===== src/logic/itsc_params.svh =====
`ifndef ITSC_PARAMS_SVH
`define ITSC_PARAMS_SVH
// Register byte offsets on the APB
`define ITSC_RUN_OFFSET       12'h000
`define ITSC_SYNC_OFFSET      12'h004
`define ITSC_CNT0_OFFSET      12'h010
// Reset values of the two control registers, bit 7 held at zero, and of the counters
`define ITSC_RUN_RESET        8'h60
`define ITSC_SYNC_RESET       8'h60
`define ITSC_CNT_RESET        16'h0000
// Field layout
`define ITSC_CH_MSB           4
`define ITSC_FIXED_ONES       8'h60
`define ITSC_NUM_CH           5
`endif


===== src/logic/itsc_pkg.sv =====
package itsc_pkg;
	typedef logic [7:0]  itsc_reg_t;
	typedef logic [4:0]  itsc_chmask_t;
	typedef logic [15:0] itsc_count_t;
	typedef enum logic [1:0] {ITSC_IDLE, ITSC_ACCESS} itsc_phase_e;
endpackage


===== src/logic/itsc_channel.sv =====
`timescale 1ns/1ps
`include "itsc_params.svh"
// One channel counter: load beats clear, clear beats count
module itsc_channel (
	// Clock and reset
	input  wire logic                  core_clk,
	input  wire logic                  rst_n,
	// Control
	input  wire logic                  run,
	input  wire logic                  load,
	input  wire logic                  clear,
	input  wire itsc_pkg::itsc_count_t load_value,
	// State
	output itsc_pkg::itsc_count_t      count
);
	itsc_pkg::itsc_count_t next_count;

	// Next counter value
	always_comb begin
		next_count = count;
		if (load) begin
			next_count = load_value;
		end else if (clear) begin
			next_count = `ITSC_CNT_RESET;
		end else if (run) begin
			next_count = count + 16'h0001; // see [RULE2]
		end
	end

	// Counter register, zero after reset
	always_ff @(posedge core_clk or negedge rst_n) begin
		if (!rst_n) begin
			count <= `ITSC_CNT_RESET; // see [RULE8]
		end else begin
			count <= next_count;
		end
	end
endmodule // itsc_channel


===== src/logic/itsc_top.sv =====
// Our own choices: register access over APB and the address map.
`timescale 1ns/1ps
`include "itsc_params.svh"
// How it works
// [RULE1] Run register is 8 bits, resets to bits 6,5 one, rest zero.
// [RULE2] Run bit n makes channel n count; zero holds its counter.
// [RULE3] Bits 7..5 of run register ignore writes; 6,5 read one.
// [RULE4] Software writes ones into bits 6 and 5 of both registers.
// [RULE5] Sync register is 8 bits, resets like run register, bits 6,5 read one.
// [RULE6] Sync bit zero: channel preset and clear only by its own events.
// [RULE7] Channels with sync bit one form one synchronized group.
// [RULE8] Channel counters reset to zero and are readable and writable.
// [RULE9] Group member write loads all members; member clear clears all members.
module itsc_top (
	// Clock and reset
	input  wire logic                  core_clk,
	input  wire logic                  rst_n,
	// APB slave
	input  wire logic                  psel,
	input  wire logic                  penable,
	input  wire logic                  pwrite,
	input  wire logic [11:0]           paddr,
	input  wire logic [31:0]           pwdata,
	output logic      [31:0]           prdata,
	output logic                       pready,
	output logic                       pslverr,
	// Per-channel clear events from channel compare logic
	input  wire itsc_pkg::itsc_chmask_t clear_event,
	// Channel state to the rest of the timer
	output itsc_pkg::itsc_chmask_t     run_out,
	output itsc_pkg::itsc_chmask_t     group_out
);
	itsc_pkg::itsc_reg_t    run_reg;
	itsc_pkg::itsc_reg_t    sync_reg;
	itsc_pkg::itsc_reg_t    next_run_reg;
	itsc_pkg::itsc_reg_t    next_sync_reg;
	itsc_pkg::itsc_count_t  count [`ITSC_NUM_CH];
	itsc_pkg::itsc_chmask_t load_ch;
	itsc_pkg::itsc_chmask_t clear_ch;
	itsc_pkg::itsc_chmask_t wr_cnt;
	itsc_pkg::itsc_phase_e  phase;
	itsc_pkg::itsc_phase_e  next_phase;
	logic [31:0]            next_prdata;
	logic                   next_pready;
	logic                   next_pslverr;
	logic                   take;
	logic                   mapped;
	logic                   group_clear;
	logic                   group_write;
	itsc_pkg::itsc_chmask_t members;
	itsc_pkg::itsc_count_t  wr_value;

	// Take the request in the first access cycle; one wait state keeps the answer registered
	assign take     = psel && penable && (phase == itsc_pkg::ITSC_ACCESS);
	assign members  = sync_reg[`ITSC_CH_MSB:0];
	assign wr_value = pwdata[15:0];

	// Which counter is written this access
	always_comb begin
		wr_cnt = '0;
		for (int i = 0; i < `ITSC_NUM_CH; i++) begin
			if (take && pwrite && paddr == (`ITSC_CNT0_OFFSET + 12'(4 * i))) begin
				wr_cnt[i] = 1'b1;
			end
		end
	end

	// Group fan-out of presets and clears
	always_comb begin
		group_write = |(wr_cnt & members);    // see [RULE7]
		group_clear = |(clear_event & members);
		load_ch     = '0;
		clear_ch    = '0;
		for (int i = 0; i < `ITSC_NUM_CH; i++) begin
			if (members[i]) begin
				load_ch[i]  = group_write;        // see [RULE9]
				clear_ch[i] = group_clear;        // see [RULE9]
			end else begin
				load_ch[i]  = wr_cnt[i];          // see [RULE6]
				clear_ch[i] = clear_event[i];     // see [RULE6]
			end
		end
	end

	// Counters, one instance per channel
	for (genvar g = 0; g < `ITSC_NUM_CH; g++) begin : g_ch
		itsc_channel u_ch (
			.core_clk   (core_clk),
			.rst_n      (rst_n),
			.run        (run_reg[g]),
			.load       (load_ch[g]),
			.clear      (clear_ch[g]),
			.load_value (wr_value),
			.count      (count[g])
		);
	end

	// Bus decode, register writes and read mux
	always_comb begin
		next_run_reg  = run_reg;
		next_sync_reg = sync_reg;
		next_prdata   = prdata;
		next_pready   = 1'b0;
		next_pslverr  = 1'b0;
		next_phase    = phase;
		mapped        = (paddr == `ITSC_RUN_OFFSET) || (paddr == `ITSC_SYNC_OFFSET)
			|| (|wr_cnt);
		for (int i = 0; i < `ITSC_NUM_CH; i++) begin
			if (paddr == (`ITSC_CNT0_OFFSET + 12'(4 * i))) begin
				mapped = 1'b1;
			end
		end
		case (phase)
			itsc_pkg::ITSC_IDLE: begin
				if (psel && !penable) begin
					next_phase = itsc_pkg::ITSC_ACCESS;
				end
			end
			itsc_pkg::ITSC_ACCESS: begin
				if (take) begin
					next_pready  = 1'b1;
					next_pslverr = !mapped;
					next_prdata  = 32'h0000_0000;
					next_phase   = itsc_pkg::ITSC_IDLE;
					if (pwrite && paddr == `ITSC_RUN_OFFSET) begin
						// Reserved bits keep their value; software ones there are harmless
						next_run_reg = {run_reg[7:5], pwdata[4:0]}; // see [RULE3]
					end
					if (pwrite && paddr == `ITSC_SYNC_OFFSET) begin
						next_sync_reg = {sync_reg[7:5], pwdata[4:0]}; // see [RULE5]
					end
					if (!pwrite && paddr == `ITSC_RUN_OFFSET) begin
						next_prdata = {24'h00_0000, run_reg | `ITSC_FIXED_ONES}; // see [RULE3]
					end
					if (!pwrite && paddr == `ITSC_SYNC_OFFSET) begin
						next_prdata = {24'h00_0000, sync_reg | `ITSC_FIXED_ONES}; // see [RULE5]
					end
					for (int i = 0; i < `ITSC_NUM_CH; i++) begin
						if (!pwrite && paddr == (`ITSC_CNT0_OFFSET + 12'(4 * i))) begin
							next_prdata = {16'h0000, count[i]}; // see [RULE8]
						end
					end
				end
			end
			default: next_phase = itsc_pkg::ITSC_IDLE;
		endcase
	end

	// Bus and control registers
	always_ff @(posedge core_clk or negedge rst_n) begin
		if (!rst_n) begin
			run_reg   <= `ITSC_RUN_RESET;  // see [RULE1]
			sync_reg  <= `ITSC_SYNC_RESET; // see [RULE5]
			prdata    <= 32'h0000_0000;
			pready    <= 1'b0;
			pslverr   <= 1'b0;
			phase     <= itsc_pkg::ITSC_IDLE;
			run_out   <= 5'h00;
			group_out <= 5'h00;
		end else begin
			run_reg   <= next_run_reg;
			sync_reg  <= next_sync_reg;
			prdata    <= next_prdata;
			pready    <= next_pready;
			pslverr   <= next_pslverr;
			phase     <= next_phase;
			run_out   <= next_run_reg[`ITSC_CH_MSB:0];
			group_out <= next_sync_reg[`ITSC_CH_MSB:0];
		end
	end

	// Checks; reserved bits are only ever reloaded from themselves
	run_reset_a: assert property (@(posedge core_clk) // see [RULE1]
		$rose(rst_n) |-> run_reg == `ITSC_RUN_RESET)
		else $error("run register not at reset value");
	run_reserved_a: assert property (@(posedge core_clk) disable iff (!rst_n) // see [RULE3]
		run_reg[7:5] == 3'h3)
		else $error("run reserved bits changed");
	sync_reserved_a: assert property (@(posedge core_clk) disable iff (!rst_n) // see [RULE5]
		sync_reg[7:5] == 3'h3)
		else $error("sync reserved bits changed");
	count_hold_a: assert property (@(posedge core_clk) disable iff (!rst_n) // see [RULE2]
		(!run_reg[0] && !load_ch[0] && !clear_ch[0]) |=> $stable(count[0]))
		else $error("halted counter moved");
	count_run_a: assert property (@(posedge core_clk) disable iff (!rst_n) // see [RULE2]
		(run_reg[1] && !load_ch[1] && !clear_ch[1])
		|=> count[1] == $past(count[1]) + 16'h0001)
		else $error("running counter did not step");
	indep_clear_a: assert property (@(posedge core_clk) disable iff (!rst_n) // see [RULE6]
		(!members[2] && !clear_event[2]) |-> !clear_ch[2])
		else $error("independent channel cleared by other");
	group_clear_a: assert property (@(posedge core_clk) disable iff (!rst_n) // see [RULE9]
		(members[0] && members[1] && clear_event[1] && !load_ch[0]) |=> count[0] == 16'h0000)
		else $error("group clear missed member");
	group_load_a: assert property (@(posedge core_clk) disable iff (!rst_n) // see [RULE7]
		(members[0] && members[1] && wr_cnt[0]) |=> count[1] == count[0])
		else $error("group write not shared");
	bus_answer_a: assert property (@(posedge core_clk) disable iff (!rst_n) // bus answer timing, our own choice
		(psel && !penable) ##1 (psel && penable) |=> pready)
		else $error("no answer one cycle into access");
	run_write_c: cover property (@(posedge core_clk) disable iff (!rst_n)
		take && pwrite && paddr == `ITSC_RUN_OFFSET);
	group_write_c: cover property (@(posedge core_clk) disable iff (!rst_n) group_write);
	group_clear_c: cover property (@(posedge core_clk) disable iff (!rst_n) group_clear);
endmodule // itsc_top


===== config.mk =====
export PLATFORM = sky130hd
export DESIGN_NAME = itsc_top
export DESIGN_NICKNAME = d
export VERILOG_FILES = /design/src/logic/itsc_pkg.sv /design/src/logic/itsc_channel.sv /design/src/logic/itsc_top.sv
export VERILOG_INCLUDE_DIRS = /design/src /design/src/logic
export SDC_FILE = /design/constraint.sdc
export NUM_CORES = 1
export LEC_CHECK = 0
export ABC_AREA = 1
export BUFFER_PORTS_ARGS = -buffer_cell sky130_fd_sc_hd__buf_2
export CAP_MARGIN = 20
export CELL_PAD_IN_SITES_DETAIL_PLACEMENT = 1
export CELL_PAD_IN_SITES_GLOBAL_PLACEMENT = 1
export CORE_AREA = 2 2 144 146
export DETAILED_ROUTE_END_ITERATION = 12
export DIE_AREA = 0 0 146 148
export PLACE_DENSITY = 0.92
export SYNTH_ARGS = -nofsm -noshare
export SYNTH_HDL_FRONTEND = slang
export SYNTH_SLANG_ARGS = --single-unit

===== constraint.sdc =====
create_clock -name core_clk -period 5.92 [get_ports core_clk]
set_clock_uncertainty 0.15 [all_clocks]
set_input_delay 0.296 -clock core_clk [delete_from_list [all_inputs] [get_ports core_clk]]
set_output_delay 0.296 -clock core_clk [all_outputs]
set_load 0.005 [all_outputs]

# After elaboration in Yosys (flattened, before gate mapping)
# Index checks and enable logic that the tools add are counted.
# Widths: inputs -> output; s select.
[totals] register_bits=126 in_bits=54 output_inout_bits=44 elab_cells=113
[classes] n_addsub=5 eq_ne=9 n_mux=49 bitwise_logic=2 n_reduce_logical=37
[op_table] operator="$mux 16" count=15
[op_table] operator="$mux 32" count=6
[op_table] operator="$add 16x1->16 const B" count=5
[op_table] operator="$eq 12x5->1 const B" count=4
[op_table] operator="$mux 1" count=24
[op_table] operator="$logic_and 1x1->1" count=18
[op_table] operator="$reduce_bool 3->1" count=5
[op_table] operator="$reduce_or 5->1" count=3
[op_table] operator="$eq 12x3->1 const B" count=1
[op_table] operator="$eq 12x6->1 const B" count=1
[op_table] operator="$logic_not 12->1" count=1
[op_table] operator="$and 5x5->5" count=2
[op_table] operator="$mux 7" count=1
[op_table] operator="$reduce_and 3->1" count=2
[op_table] operator="$mux 2" count=2
[op_table] operator="$ne 2x2->1 const B" count=2
[op_table] operator="$pmux 2 s2" count=1
[op_table] operator="$reduce_and 2->1" count=2
[op_table] operator="$logic_not 1->1" count=3
[op_table] operator="$eq 2x1->1 const B" count=1
[op_table] operator="$logic_not 2->1" count=1
[op_table] operator="$logic_or 1x1->1" count=2

# Longest topological paths before layout
# Gate-level depths: netlist (run 1).
[depth] ltp_word=15 mapped_depth=15 ltp_nobuf=14

# Cells and area by module
# A second synthesis (run 1) with hierarchy kept.
[unflattened] hier_cells=1193 hier_area_um2=8199.1
[by_module_without_submodules] mod="itsc_channel" n_inst=5 cells_per_inst=161 area_per_inst_um2=1133.6 seq_area_each_um2=400.4
[by_module_without_submodules] mod="itsc_top" n_inst=1 cells_per_inst=388 area_per_inst_um2=2531.2 seq_area_each_um2=725.7

# Least setup slack after synthesis (run 1)
# No wires, ideal clock.
[synth_timing] path_type="flip-flop to flip-flop" start="register sync_reg[2]" end="register g_ch[0].u_ch.count[0]" setup_time_ns=0.066 arrival_time_ns=1.737 required_ns=5.704 path_slack_ns=3.967 path_stages_with_launch=10 n_path_buf=2 synth_period_minus_slack_ns=1.953 path_cell_list="dfrtp_1 buf_4 nand2_1 o21ai_1 nor2_2 a31oi_2 nor2_4 clkbuf_1 nand3_1 nand2_1"
[synth_via] elab_chain_len=5 elab_cells_between_ends=9 classes_between="mux: 4; bitwise: 2; reduce/logical: 3"
[synth_lines] element="from (decl)" line="itsc_top.sv:34" rtl="itsc_pkg::itsc_reg_t sync_reg;"
[synth_lines] element="from (signal assigned)" line="itsc_top.sv:153" rtl="sync_reg <= `ITSC_SYNC_RESET;"
[synth_lines] element="from (signal assigned)" line="itsc_top.sv:162" rtl="sync_reg <= next_sync_reg;"
[synth_lines] element="$and 5x5->5" line="itsc_top.sv:71" rtl="group_clear = |(clear_event & members);"
[synth_lines] element="$reduce_or 5->1" line="itsc_top.sv:71"
[synth_lines] element="$mux 1" line="itsc_top.sv:75" rtl="if (members[i]) begin"
[synth_lines] element="$mux 16" line="itsc_channel.sv:23" rtl="end else if (clear) begin"
[synth_lines] element="$mux 16" line="itsc_channel.sv:21" rtl="if (load) begin"
[synth_lines] element="to (signal assigned)" line="itsc_channel.sv:33" rtl="count <= `ITSC_CNT_RESET;"
[synth_lines] element="to (signal assigned)" line="itsc_channel.sv:35" rtl="count <= next_count;"
[synth_lines] element="to (decl)" line="itsc_channel.sv:14" rtl="output itsc_pkg::itsc_count_t count"
# Parallel ways exist; a longest one is shown, timed or not.
# A chain may end at the register's enable or synchronous reset.

# Worst setup path in the final report (run 1)
[layout_timing] start="register sync_reg[3]" end="register g_ch[4].u_ch.count[7]"
[layout_via] elab_chain_len=5 elab_cells_between_ends=9 classes_between="mux: 4; bitwise: 2; reduce/logical: 3"
[layout_lines] element="$and 5x5->5" line="itsc_top.sv:71"
[layout_lines] element="$reduce_or 5->1" line="itsc_top.sv:71"
[layout_lines] element="$mux 1" line="itsc_top.sv:75"
[layout_lines] element="$mux 16" line="itsc_channel.sv:23"
[layout_lines] element="$mux 16" line="itsc_channel.sv:21"
[layout_lines] element="to (signal assigned)" line="itsc_channel.sv:33"
[layout_lines] element="to (signal assigned)" line="itsc_channel.sv:35"
[layout_lines] element="to (decl)" line="itsc_channel.sv:14"
# Parallel ways exist; a longest one is shown, timed or not.

==> results of run 1 <==
## worst max-delay path: stages, from the launching register on
cell	delay, ns
dfrtp_1	0.56
inv_2	0.19
o21ai_1	0.09
nor2_2	0.27
o21ai_0	0.13
buf_4	0.21
nor2_1	0.63
nand2_1	0.61
nand2_1	0.20
o21ai_0	0.10
## metrics by stage
step | util (%) | power [mW] | setup slack [ns]
finish | 46.99 | 1.583 | 2.610
global route | 46.99 | 1.633 | 2.392
CTS | 46.97 | 1.591 | 2.656
detailed placement | 45.43 | 0.9568 | 2.677
global placement | 45.43 | 0.9495 | 2.723
floorplan | - | 0.8826 | 3.967
## path summary, 6_finish.rpt
path                              from  cells after the start                endpoint
min in group asynchronous        rst_n                      2  g_ch[1].u_ch.count[12]
hold / removal                    psel                      2                phase[0]
setup / recovery           sync_reg[3]                      9   g_ch[4].u_ch.count[7]
hold reg to reg              prdata[0]                      2               prdata[0]
max in group asynchronous        rst_n                      3  g_ch[4].u_ch.count[13]
setup reg to reg           sync_reg[3]                      9   g_ch[4].u_ch.count[7]
## cells in the mapped netlist (all sizes together), types with 9 or more instances
| cell | instances | share of area, % |
|---|---|---|
| nand2 | 519 | 24 |
| clkbuf | 9 | 0.38 |
| xor2 | 32 | 3.2 |
| nand4 | 39 | 2.8 |
| o21ai | 65 | 3.7 |
| buf | 60 | 4.9 |
| a21oi | 19 | 1.1 |
| nor3 | 28 | 1.6 |
| nand3 | 198 | 11 |
| inv | 98 | 4.3 |
| nor2 | 157 | 7.7 |
| dfrtp | 109 | 31 |
## area by class of cell
| class | instances | area, µm² |
|---|---|---|
| clock buffer | 11 | 252.7 |
| clock inverter | 2 | 35.03 |
| fill | 2794 | 10620 |
| inverter | 99 | 386.6 |
| multi-input combinational | 1114 | 5301 |
| sequential | 109 | 2728 |
| tap | 270 | 337.8 |
| timing repair buffer | 71 | 375.4 |
## per-layer routing
metal	vias up	share of wire [%]	GRT usage (%)
met2	374	47	52.83
met4	0	4.8	15.73
li1	4463	-	-
met1	4820	42	41.04
met3	87	7.1	4.722
met5	-	0	0
## cells by family after synthesis
kind of cell	Yosys count	synth area share (%)
XOR/XNOR	40	3.970
flip-flops	109	30.91
AND/OR/NAND/NOR	949	47.85
buffers and inverters	168	9.655
adder cells (fa/ha/maj)	5	0.7089
other	1	0.04249
AO/OA/AOI/OAI	104	6.862
## where the power goes
part           internal (mW)  switching [mW]  leakage (nW)
registers              0.758          0.0232          1.50
clock network          0.344           0.291         0.143
logic                 0.0424           0.124          2.98
total                   1.14           0.438          4.63
==> summary.txt, run 1 <==
Critical path
  • Critical Path RT: 5.99 ns
  • Critical path arrival: 3.38 ns
  • Element type at the critical path end: flop
  • Internal reg-to-reg setup slack: 2.61 ns
  • Critical path startpoint category: flop
  • CP Class: reg -> reg
  • CP max FO: 21

Timing
  • Max frequency: 302.1 MHz
  • Final hold violation count: 0
  • Rel. slew slack: 31.07%
  • Least-Margin Pin Slew: 1.031 ns
  • Setup TNS: 0 ns
  • Hold_ws: 0.01226 ns
  • Final Max Tran Viols: 0
  • Minimum clock period: 3.310 ns
  • Unrepaired setup endpoints after global routing: false
  • Final setup fails: 0
  • Final worst path period share: 55.91%

Power and ir drop
  • VDD IR max: 0.0001170 V
  • Leakage: 4.625 nW
  • Pwr dens: 168.1 nW/µm²

Finish
  • Most frequent cells in the layout: nand2_1, nand3_1, nor2_1
  • NumNets Final: 1463
  • Post-route cell area: 9417 µm²
  • Share of cells above drive strength 1: 9.459%
  • Largest register by flop count: g_ch.u_ch.count
  • Largest regs: g_ch.u_ch.count x80, prdata x16
  • Commonest non-fill, non-tap cell in the layout: nand2_1
  • Area Overhead vs Synth: 6.706%
  • Final cell count without fillers: 1676
  • Max reg flops: 80
  • N_diodes: 0

Route
  • DRC errors left: 0
  • DRT antenna net count: 0
  • First-pass iteration count of the detailed router: 5
  • Routed vias: 9744
  • Iter 0 DRT Violations: 695
  • Via-per-instance ratio: 5.814
  • Post-DR wirelength/cell: 20.30 µm
  • Final wirelength: 34.03 mm

Logic synthesis
  • Cell Area, Synth: 8825 µm²
  • Synth async-reset ratio: 100.0%
  • YS warnings: 0
  • #FFs+latches synth: 109
  • Post-synthesis sequential area ratio: 30.91%
  • EDFF count, synth: 0
  • Netlist cell types: 41
  • Per-instance average area after synthesis: 6.413 µm²
  • Ys flop type: dfrtp_1
  • Syn Inst Count: 1376

Global route
  • Largest net degree at the start of global routing: 59
  • Global route overflow: 0
  • Tot GR Track Use: 31.93%
  • Initial antenna violation count: 0
  • Number of global-route vias before repair: 9897
  • First-pass GRT wire length: 54.30 mm

Worst hold path
  • Hold WC Path Type: in -> reg

Clocking
  • Clk slew on worst S/H paths: 0.07 ns
  • Post-CTS setup buffer count: 0
  • CTS tree: built
  • Hold_buf cts: 2
  • Number of H-tree levels: 3
  • Clock buffer depth: 2
  • Clock sink count: 109
  • Resized Gates After CTS: 0
  • Number of CTS-inserted buffers: 9
  • Clock insertion delay at the later pin of the skew report: 0.37 ns
  • Root cell of the clock tree: clkbuf_16

Place
  • Placed cell areas: 9104 µm²
  • Port Buffers: 65
  • Placed cells: 1660
  • DP Wirelength: 24.42 mm
  • GP Congestion: 0.9952

Floorplanning
  • Core region area: 20040 µm²
  • Starting Density: 44.04%
  • # rows: 52
  • Die Ht: 148 µm
  • Ports: 98
  • Die Area: 21610 µm²
  • Chip width: 146 µm

Job
  • Max Cap Violations: 0

Status
  • Status: complete, no violations
Note: power is estimated with default switching activity, not from simulation.
==> inputs of run 2 (changes only) <==
- ABC_AREA: 1 -> 0
- CORE_AREA: 2 2 144 146 -> 2 2 135 137
- DIE_AREA: 0 0 146 148 -> 0 0 137 139
- PLACE_DENSITY: 0.92 -> 0.88
- clock period: 5.92 -> 3.1 ns (I/O delays scaled with it)
==> run 2 against run 1 <==
First-iteration DRC count grew 13%; clock power up 86%; final area down 9.0%; combinational power increased by 65%; sequential share of layout area is 2.9 points higher; largest power group unchanged; cell count decreased by 28%; synthesized cell count shrank 34%; worst hold slack about the same; core utilization up 1.5 points; wire length decreased by 21%; synthesized area down 14%; critical path depth fell by 3.
==> summary.txt, run 2 <==
Critical path
  • Element type at the critical path end: flop (unchanged)
  • Critical path arrival: 3.00 ns (was 3.38 ns)
  • Reg2Reg Depth: 6 (was 9)
  • CP Class: reg -> reg (unchanged)
  • Reg2reg end: g_ch[1].u_ch.count[12] (was g_ch[4].u_ch.count[7])
  • Internal reg-to-reg setup slack: 0.24 ns (was 2.61 ns)
  • Slowest cell on crit path: a222oi_1 (was nor2_1)
  • Critical path startpoint category: flop (unchanged)
  • Largest stage delay, worst path: 0.57 ns (was 0.63 ns)
  • Critical Path RT: 3.23 ns (was 5.99 ns)
  • Crit-path cells: a222oi_1 > nand2_1 > a21oi_2 > a32o_1 > o21ai_0 > a211oi_2 (was inv_2 > o21ai_1 > nor2_2 > o21ai_0 > buf_4 > nor2_1 > nand2_1 > nand2_1 > o21ai_0)
  • RR Startpoint: sync_reg[0] (was sync_reg[3])
  • CP max FO: 8 (was 21)

Power and ir drop
  • Tot Pwr: 2.913 mW (was 1.583 mW)
  • Pwr dens: 339.9 nW/µm² (was 168.1 nW/µm²)
  • Switching part of the total: 28.31% (was 27.69%)
  • Clock share of power: 40.4% (was 40.1%)
  • Leakage: 3.666 nW (was 4.625 nW)
  • P_int: 2.088 mW (was 1.145 mW)
  • NetSw: 0.8245 mW (was 0.4382 mW)
  • Sequential power share: 50.1% (was 49.3%)
  • Logic pwr share: 9.5% (was 10.5%)
  • VDD IR max: 0.0002895 V (was 0.0001170 V)

Global route
  • Number of global-route vias before repair: 7840 (was 9897)
  • Global route overflow: 0 (unchanged)
  • Initial antenna violation count: 0 (unchanged)
  • Largest net degree at the start of global routing: 61 (was 59)
  • First-pass GRT wire length: 42.50 mm (was 54.30 mm)
  • Tot GR Track Use: 28.40% (was 31.93%)

Worst hold path
  • Hold WC Path Type: in -> reg (unchanged)
  • Worst hold path depth: 3 (was 2)
  • Launch point of the worst hold path: pwdata[4] (was psel)
  • Hold Crit Endpoint: g_ch[4].u_ch.count[4] (was phase[0])

Floorplanning
  • Ports: 98 (unchanged)
  • Starting Density: 43.10% (was 44.04%)
  • Chip width: 137 µm (was 146 µm)
  • Die Ht: 139 µm (was 148 µm)
  • Core region area: 17660 µm² (was 20040 µm²)
  • Die Area: 19040 µm² (was 21610 µm²)
  • # rows: 49 (was 52)

Place
  • Pre-CTS WS: 0.1479 ns (was 2.677 ns)
  • GP Congestion: 0.9465 (was 0.9952)
  • Port Buffers: 65 (unchanged)
  • DP Wirelength: 19.69 mm (was 24.42 mm)

Logic synthesis
  • Most common cell in the netlist: nand2_1 (unchanged)
  • EDFF count, synth: 0 (unchanged)
  • YS warnings: 0 (unchanged)
  • Per-instance average area after synthesis: 8.353 µm² (was 6.413 µm²)
  • Post-synthesis sequential area ratio: 35.84% (was 30.91%)
  • Post-synth top area share: 35.84% (was 30.91%)
  • Yosys top cell by area: dfrtp_1 (unchanged)
  • Ys flop type: dfrtp_1 (unchanged)
  • #FFs+latches synth: 109 (unchanged)
  • Synth top area cells: dfrtp_1, nand2_1, nor2_1, a21oi_1, o31ai_1 (was dfrtp_1, nand2_1, nand3_1, nor2_1, inv_1)
  • Synth top cells by count: nand2_1, dfrtp_1, nor2_1, a21oi_1, nand3_1 (was nand2_1, nand3_1, nor2_1, dfrtp_1, inv_1)
  • Cell Area, Synth: 7610 µm² (was 8825 µm²)
  • Syn Inst Count: 911 (was 1376)
  • Netlist cell types: 83 (was 41)
  • Synth async-reset ratio: 100.0% (unchanged)

Timing
  • Rel. slew slack: 32.37% (was 31.07%)
  • Final Max Tran Viols: 0 (unchanged)
  • Final setup fails: 0 (unchanged)
  • Minimum clock period: 2.863 ns (was 3.310 ns)
  • Final worst slack: 0.2367 ns (was 2.610 ns)
  • Hold_ws: 0.01199 ns (was 0.01226 ns)
  • Final hold violation count: 0 (unchanged)
  • Least-Margin Pin Slew: 1.014 ns (was 1.031 ns)
  • Max frequency: 349.2 MHz (was 302.1 MHz)
  • Unrepaired setup endpoints after global routing: false (unchanged)
  • Setup TNS: 0 ns (unchanged)
  • Final worst path period share: 92.36% (was 55.91%)

Clocking
  • Number of H-tree levels: 3 (unchanged)
  • Clock sink count: 109 (unchanged)
  • Root cell of the clock tree: clkbuf_16 (unchanged)
  • Clock insertion delay at the later pin of the skew report: 0.37 ns (about the same)
  • Number of CTS-inserted buffers: 9 (unchanged)
  • CTS tree: built (unchanged)
  • Clock buffer depth: 2 (unchanged)
  • Clk slew on worst S/H paths: 0.08 ns (was 0.07 ns)

Route
  • Post-DR wirelength/cell: 22.22 µm (was 20.30 µm)
  • Via-per-instance ratio: 6.448 (was 5.814)
  • DRC errors left: 0 (unchanged)
  • Routed vias: 7763 (was 9744)
  • DRT antenna net count: 0 (unchanged)
  • First-pass iteration count of the detailed router: 6 (was 5)
  • Final wirelength: 26.76 mm (was 34.03 mm)
  • Iter 0 DRT Violations: 787 (was 695)

Status
  • Status: complete, no violations (unchanged)

Finish
  • Largest regs: g_ch.u_ch.count x80, prdata x16 (unchanged)
  • Area Overhead vs Synth: 12.59% (was 6.706%)
  • Largest register by flop count: g_ch.u_ch.count (unchanged)
  • Fin util: 48.53% (was 46.99%)
  • Commonest non-fill, non-tap cell in the layout: nand2_1 (unchanged)
  • N_diodes: 0 (unchanged)
  • Max reg flops: 80 (unchanged)
  • Most frequent cells in the layout: nand2_1, dfrtp_1, nor2_1 (was nand2_1, nand3_1, nor2_1)
  • Share of cells above drive strength 1: 16.21% (was 9.459%)
  • NumNets Final: 1029 (was 1463)

Job
  • Max Cap Violations: 0 (unchanged)
==> run 2: changes by cell type after synthesis, moves of 31 or more <==
| cell | delta |
|---|---|
| nand2_1 | -350 |
| o31ai_1 | +32 |
| nand3_1 | -158 |
| inv_1 | -64 |
| a21oi_1 | +31 |
| nor2_1 | -73 |
==> run 2: what timing repair did <==
action                                  CTS  global route
endpoints found under the setup margin    0             9
hold endpoints to repair                 77             0
hold buffers                             15             0
setup buffers                             0             0
resized for setup                         0             1
==> run 2: stage by stage <==
step / std cells / cell area (µm²)
2_1_floorplan: 926 / 7666
3_3_place_gp: 1173 / 8125
3_5_place_dp: 1173 / 8125
4_1_cts: 1204 / 8561
5_1_grt: 1204 / 8568
6_report: 1204 / 8568
==> run 2: logic make-up after synthesis <==
| family | after synthesis | synth area share [%] |
|---|---|---|
| simple gates | 365 | 23.08 |
| fa+ha+maj | 5 | 0.8221 |
| xor+xnor | 15 | 1.726 |
| flops | 109 | 35.84 |
| mux | 15 | 2.055 |
| compound gates | 298 | 29.60 |
| other cells | 1 | 0.04928 |
| buf+inv | 103 | 6.823 |
==> run 2: how the worst max path moves through the flow <==
stage	start	depth (start not counted)	slack, ns	to
floorplan	sync_reg[2]	8	0.68	g_ch[3].u_ch.count[6]
global placement	sync_reg[0]	6	0.21	g_ch[3].u_ch.count[1]
detailed placement	sync_reg[0]	6	0.15	g_ch[3].u_ch.count[14]
CTS	sync_reg[0]	6	0.18	g_ch[3].u_ch.count[14]
global route	sync_reg[0]	6	0.09	g_ch[1].u_ch.count[12]
finish	sync_reg[0]	6	0.24	g_ch[1].u_ch.count[12]
==> run 2: cell type report <==
type,instances,area (µm²)
clock buffers,10,229.0
clock inverters,6,56.30
fillers,2154,9089
inverters,26,97.59
multi-input cells,714,4456
flip-flops and latches,109,2728
well taps,229,286.5
repair buffers,110,715.7
==> run 2: per-layer routing <==
metal | GRT usage, % | wire length [µm] | vias to the layer above
met2 | 46.50 | 12850 | 294
met1 | 38.48 | 11800 | 3928
met4 | 8.736 | 544 | 0
li1 | - | - | 3495
met3 | 4.240 | 1552 | 46
met5 | 0 | 0 | -
==> run 2: power groups by stage <==
stage / registers (mW) / logic [mW] / clock network, mW
floorplan: 1.48 / 0.136 / 0
detailed placement: 1.49 / 0.256 / 0
global placement: 1.48 / 0.248 / 0
CTS: 1.46 / 0.273 / 1.19
global route: 1.46 / 0.302 / 1.25
finish: 1.46 / 0.276 / 1.18
==> run 2: worst max-delay path: cells and delay by family (launching register included) <==
kind	cells	cell delay, ns
AO/OA/AOI/OAI	5	2.08
flip-flops	1	0.38
AND/OR/NAND/NOR	1	0.16
==> inputs of run 3 (changes only) <==
- CORE_AREA: 2 2 135 137 -> 3 3 136 138
- DIE_AREA: 0 0 137 139 -> 0 0 139 141
- RECOVER_POWER: unset -> 100
==> run 3 against run 2 <==
Via count is 2.5% higher; sequential power barely moved; cell count shrank 0.75%; setup slack got worse by 0.0099 ns; total power grew 1.3%; first-iteration DRC count shrank 11%.
==> summary.txt, run 3 (synthesized netlist as in run 2, its figures left out) <==
Timing
  • Rel. slew slack: 17.80% (was 32.37%)
  • Unrepaired setup endpoints after global routing: false (unchanged)
  • Setup TNS: 0 ns (unchanged)
  • Max frequency: 348.0 MHz (was 349.2 MHz)
  • Final setup fails: 0 (unchanged)
  • Final worst path period share: 92.68% (was 92.36%)
  • Final hold violation count: 0 (unchanged)
  • Final Max Tran Viols: 0 (unchanged)
  • Minimum clock period: 2.873 ns (was 2.863 ns)
  • Hold_ws: 0.006871 ns (was 0.01199 ns)
  • Least-Margin Pin Slew: 1.233 ns (was 1.014 ns)

Route
  • Final wirelength: 28.76 mm (was 26.76 mm)
  • First-pass iteration count of the detailed router: 5 (was 6)
  • Iter 0 DRT Violations: 703 (was 787)
  • DRC errors left: 0 (unchanged)
  • Routed vias: 7959 (was 7763)
  • DRT antenna net count: 0 (unchanged)
  • Via-per-instance ratio: 6.660 (was 6.448)
  • Post-DR wirelength/cell: 24.07 µm (was 22.22 µm)

Floorplanning
  • Starting Density: 44.00% (was 43.10%)
  • Die Ht: 141 µm (was 139 µm)
  • Die Area: 19600 µm² (was 19040 µm²)
  • Core region area: 17300 µm² (was 17660 µm²)
  • Chip width: 139 µm (was 137 µm)
  • Ports: 98 (unchanged)
  • # rows: 48 (was 49)

Critical path
  • Critical path arrival: 2.99 ns (was 3.00 ns)
  • CP Class: in -> reg (was reg -> reg)
  • Critical path startpoint category: input port (was flop)
  • Slowest cell on crit path: a32oi_1 (was a222oi_1)
  • Largest stage delay, worst path: 0.89 ns (was 0.57 ns)
  • Element type at the critical path end: flop (unchanged)
  • Critical Path RT: 3.21 ns (was 3.23 ns)
  • CP max FO: 11 (was 8)
  • Crit-path cells: dlygate4sd3_1 > clkbuf_1 > and4_1 > and2_0 > a22oi_2 > a32oi_1 > a31oi_1 > o221a_2 (was a222oi_1 > nand2_1 > a21oi_2 > a32o_1 > o21ai_0 > a211oi_2)

Clocking
  • Clock buffer depth: 2 (unchanged)
  • CTS tree: built (unchanged)
  • Clk slew on worst S/H paths: 0.09 ns (was 0.08 ns)
  • Clock sink count: 109 (unchanged)
  • Root cell of the clock tree: clkbuf_16 (unchanged)
  • Number of CTS-inserted buffers: 9 (unchanged)
  • Hold_buf cts: 9 (was 15)
  • Number of H-tree levels: 3 (unchanged)
  • Clock insertion delay at the later pin of the skew report: 0.37 ns (about the same)
  • Post-CTS setup buffer count: 0 (unchanged)
  • Resized Gates After CTS: 0 (unchanged)

Global route
  • Initial antenna violation count: 0 (unchanged)
  • First-pass GRT wire length: 45.26 mm (was 42.50 mm)
  • Number of global-route vias before repair: 7799 (was 7840)
  • Largest net degree at the start of global routing: 66 (was 61)
  • Global route overflow: 0 (unchanged)
  • Tot GR Track Use: 29.13% (was 28.40%)

Finish
  • Max reg flops: 80 (unchanged)
  • Post-route cell area: 8364 µm² (was 8568 µm²)
  • Largest register by flop count: g_ch.u_ch.count (unchanged)
  • Most frequent cells in the layout: nand2_1, dfrtp_1, nor2_1 (unchanged)
  • Share of cells above drive strength 1: 13.30% (was 16.21%)
  • Commonest non-fill, non-tap cell in the layout: nand2_1 (unchanged)
  • N_diodes: 0 (unchanged)
  • Largest regs: g_ch.u_ch.count x80, prdata x16 (unchanged)
  • Area Overhead vs Synth: 9.914% (was 12.59%)
  • NumNets Final: 1024 (was 1029)

Place
  • DP Wirelength: 21.02 mm (was 19.69 mm)
  • Placed cell areas: 8120 µm² (was 8125 µm²)
  • Port Buffers: 65 (unchanged)
  • GP Congestion: 1.028 (was 0.9465)

Job
  • Max Cap Violations: 0 (unchanged)

Power and ir drop
  • Sequential power share: 49.5% (was 50.1%)
  • NetSw: 0.8486 mW (was 0.8245 mW)
  • Clock share of power: 41.3% (was 40.4%)
  • P_int: 2.103 mW (was 2.088 mW)
  • Pwr dens: 352.9 nW/µm² (was 339.9 nW/µm²)
  • Switching part of the total: 28.75% (was 28.31%)
  • Leakage: 3.552 nW (was 3.666 nW)
  • VDD IR max: 0.0002637 V (was 0.0002895 V)
  • Logic pwr share: 9.1% (was 9.5%)

Status
  • Status: complete, no violations (unchanged)

Worst hold path
  • Hold WC Path Type: in -> reg (unchanged)
run 3: changes by cell type in the layout (fill, tap and decap cells not counted), sizes merged:
cell and change:
buf -27, clkinv -1, dlygate4sd3 -6, clkbuf +28, inv +1
run 3: worst paths after layout:
| kind | from | endpoint | slack (ns) | cells after the start |
|---|---|---|---|---|
| max in group asynchronous | rst_n | g_ch[1].u_ch.count[9] | 0.73 | 3 |
| min in group asynchronous | rst_n | sync_reg[3] | 0.41 | 2 |
| worst min register to register | prdata[15] | prdata[15] | 0.34 | 2 |
| worst max register to register | phase[0] | g_ch[1].u_ch.count[4] | 0.31 | 6 |
| worst max-delay path | penable | g_ch[1].u_ch.count[4] | 0.23 | 8 |
| worst min-delay path | pwdata[8] | g_ch[4].u_ch.count[8] | 0.007 | 3 |
run 3: power groups by stage:
stage                     Clock (mW)  Combinational, mW  Sequential, mW
after global placement             0              0.257            1.49
after floorplan                    0              0.136            1.48
final                           1.22              0.270            1.46
after CTS                       1.22              0.275            1.46
after global routing            1.28              0.291            1.46
after detailed placement           0              0.264            1.49
run 3: layout make-up:
cell class / instances / area, µm²
Inverter: 26 / 97.59
Sequential cell: 109 / 2728
Clock buffer: 10 / 239.0
Timing Repair Buffer: 105 / 589.3
Fill cell: 2125 / 8932
Multi-Input combinational cell: 714 / 4368
Tap cell: 225 / 281.5
Clock inverter: 6 / 61.31
run 3: layer usage:
layer	wire, µm	up-vias	track usage (%)
li1	-	3477	-
met4	1302	0	11.79
met3	2253	72	3.731
met1	12110	4033	40.45
met2	13090	377	46.36
met5	0	-	0
run 3: per-stage QoR:
step	util (%)	std cells	total power, mW	worst slack, ns
final	48.36	1195	2.951	0.2268
after global routing	48.36	1195	3.034	0.08027
after CTS	49.20	1194	2.956	0.3051
after detailed placement	46.95	1169	1.751	0.2968
after global placement	46.95	1169	1.743	0.3780
after floorplan	-	926	1.615	0.6816
run 3: critical path, delay by kind of cell:
kind            cells  cell delay, ns
buf+inv             2            0.69
simple gates        2            0.64
compound gates      4            1.49
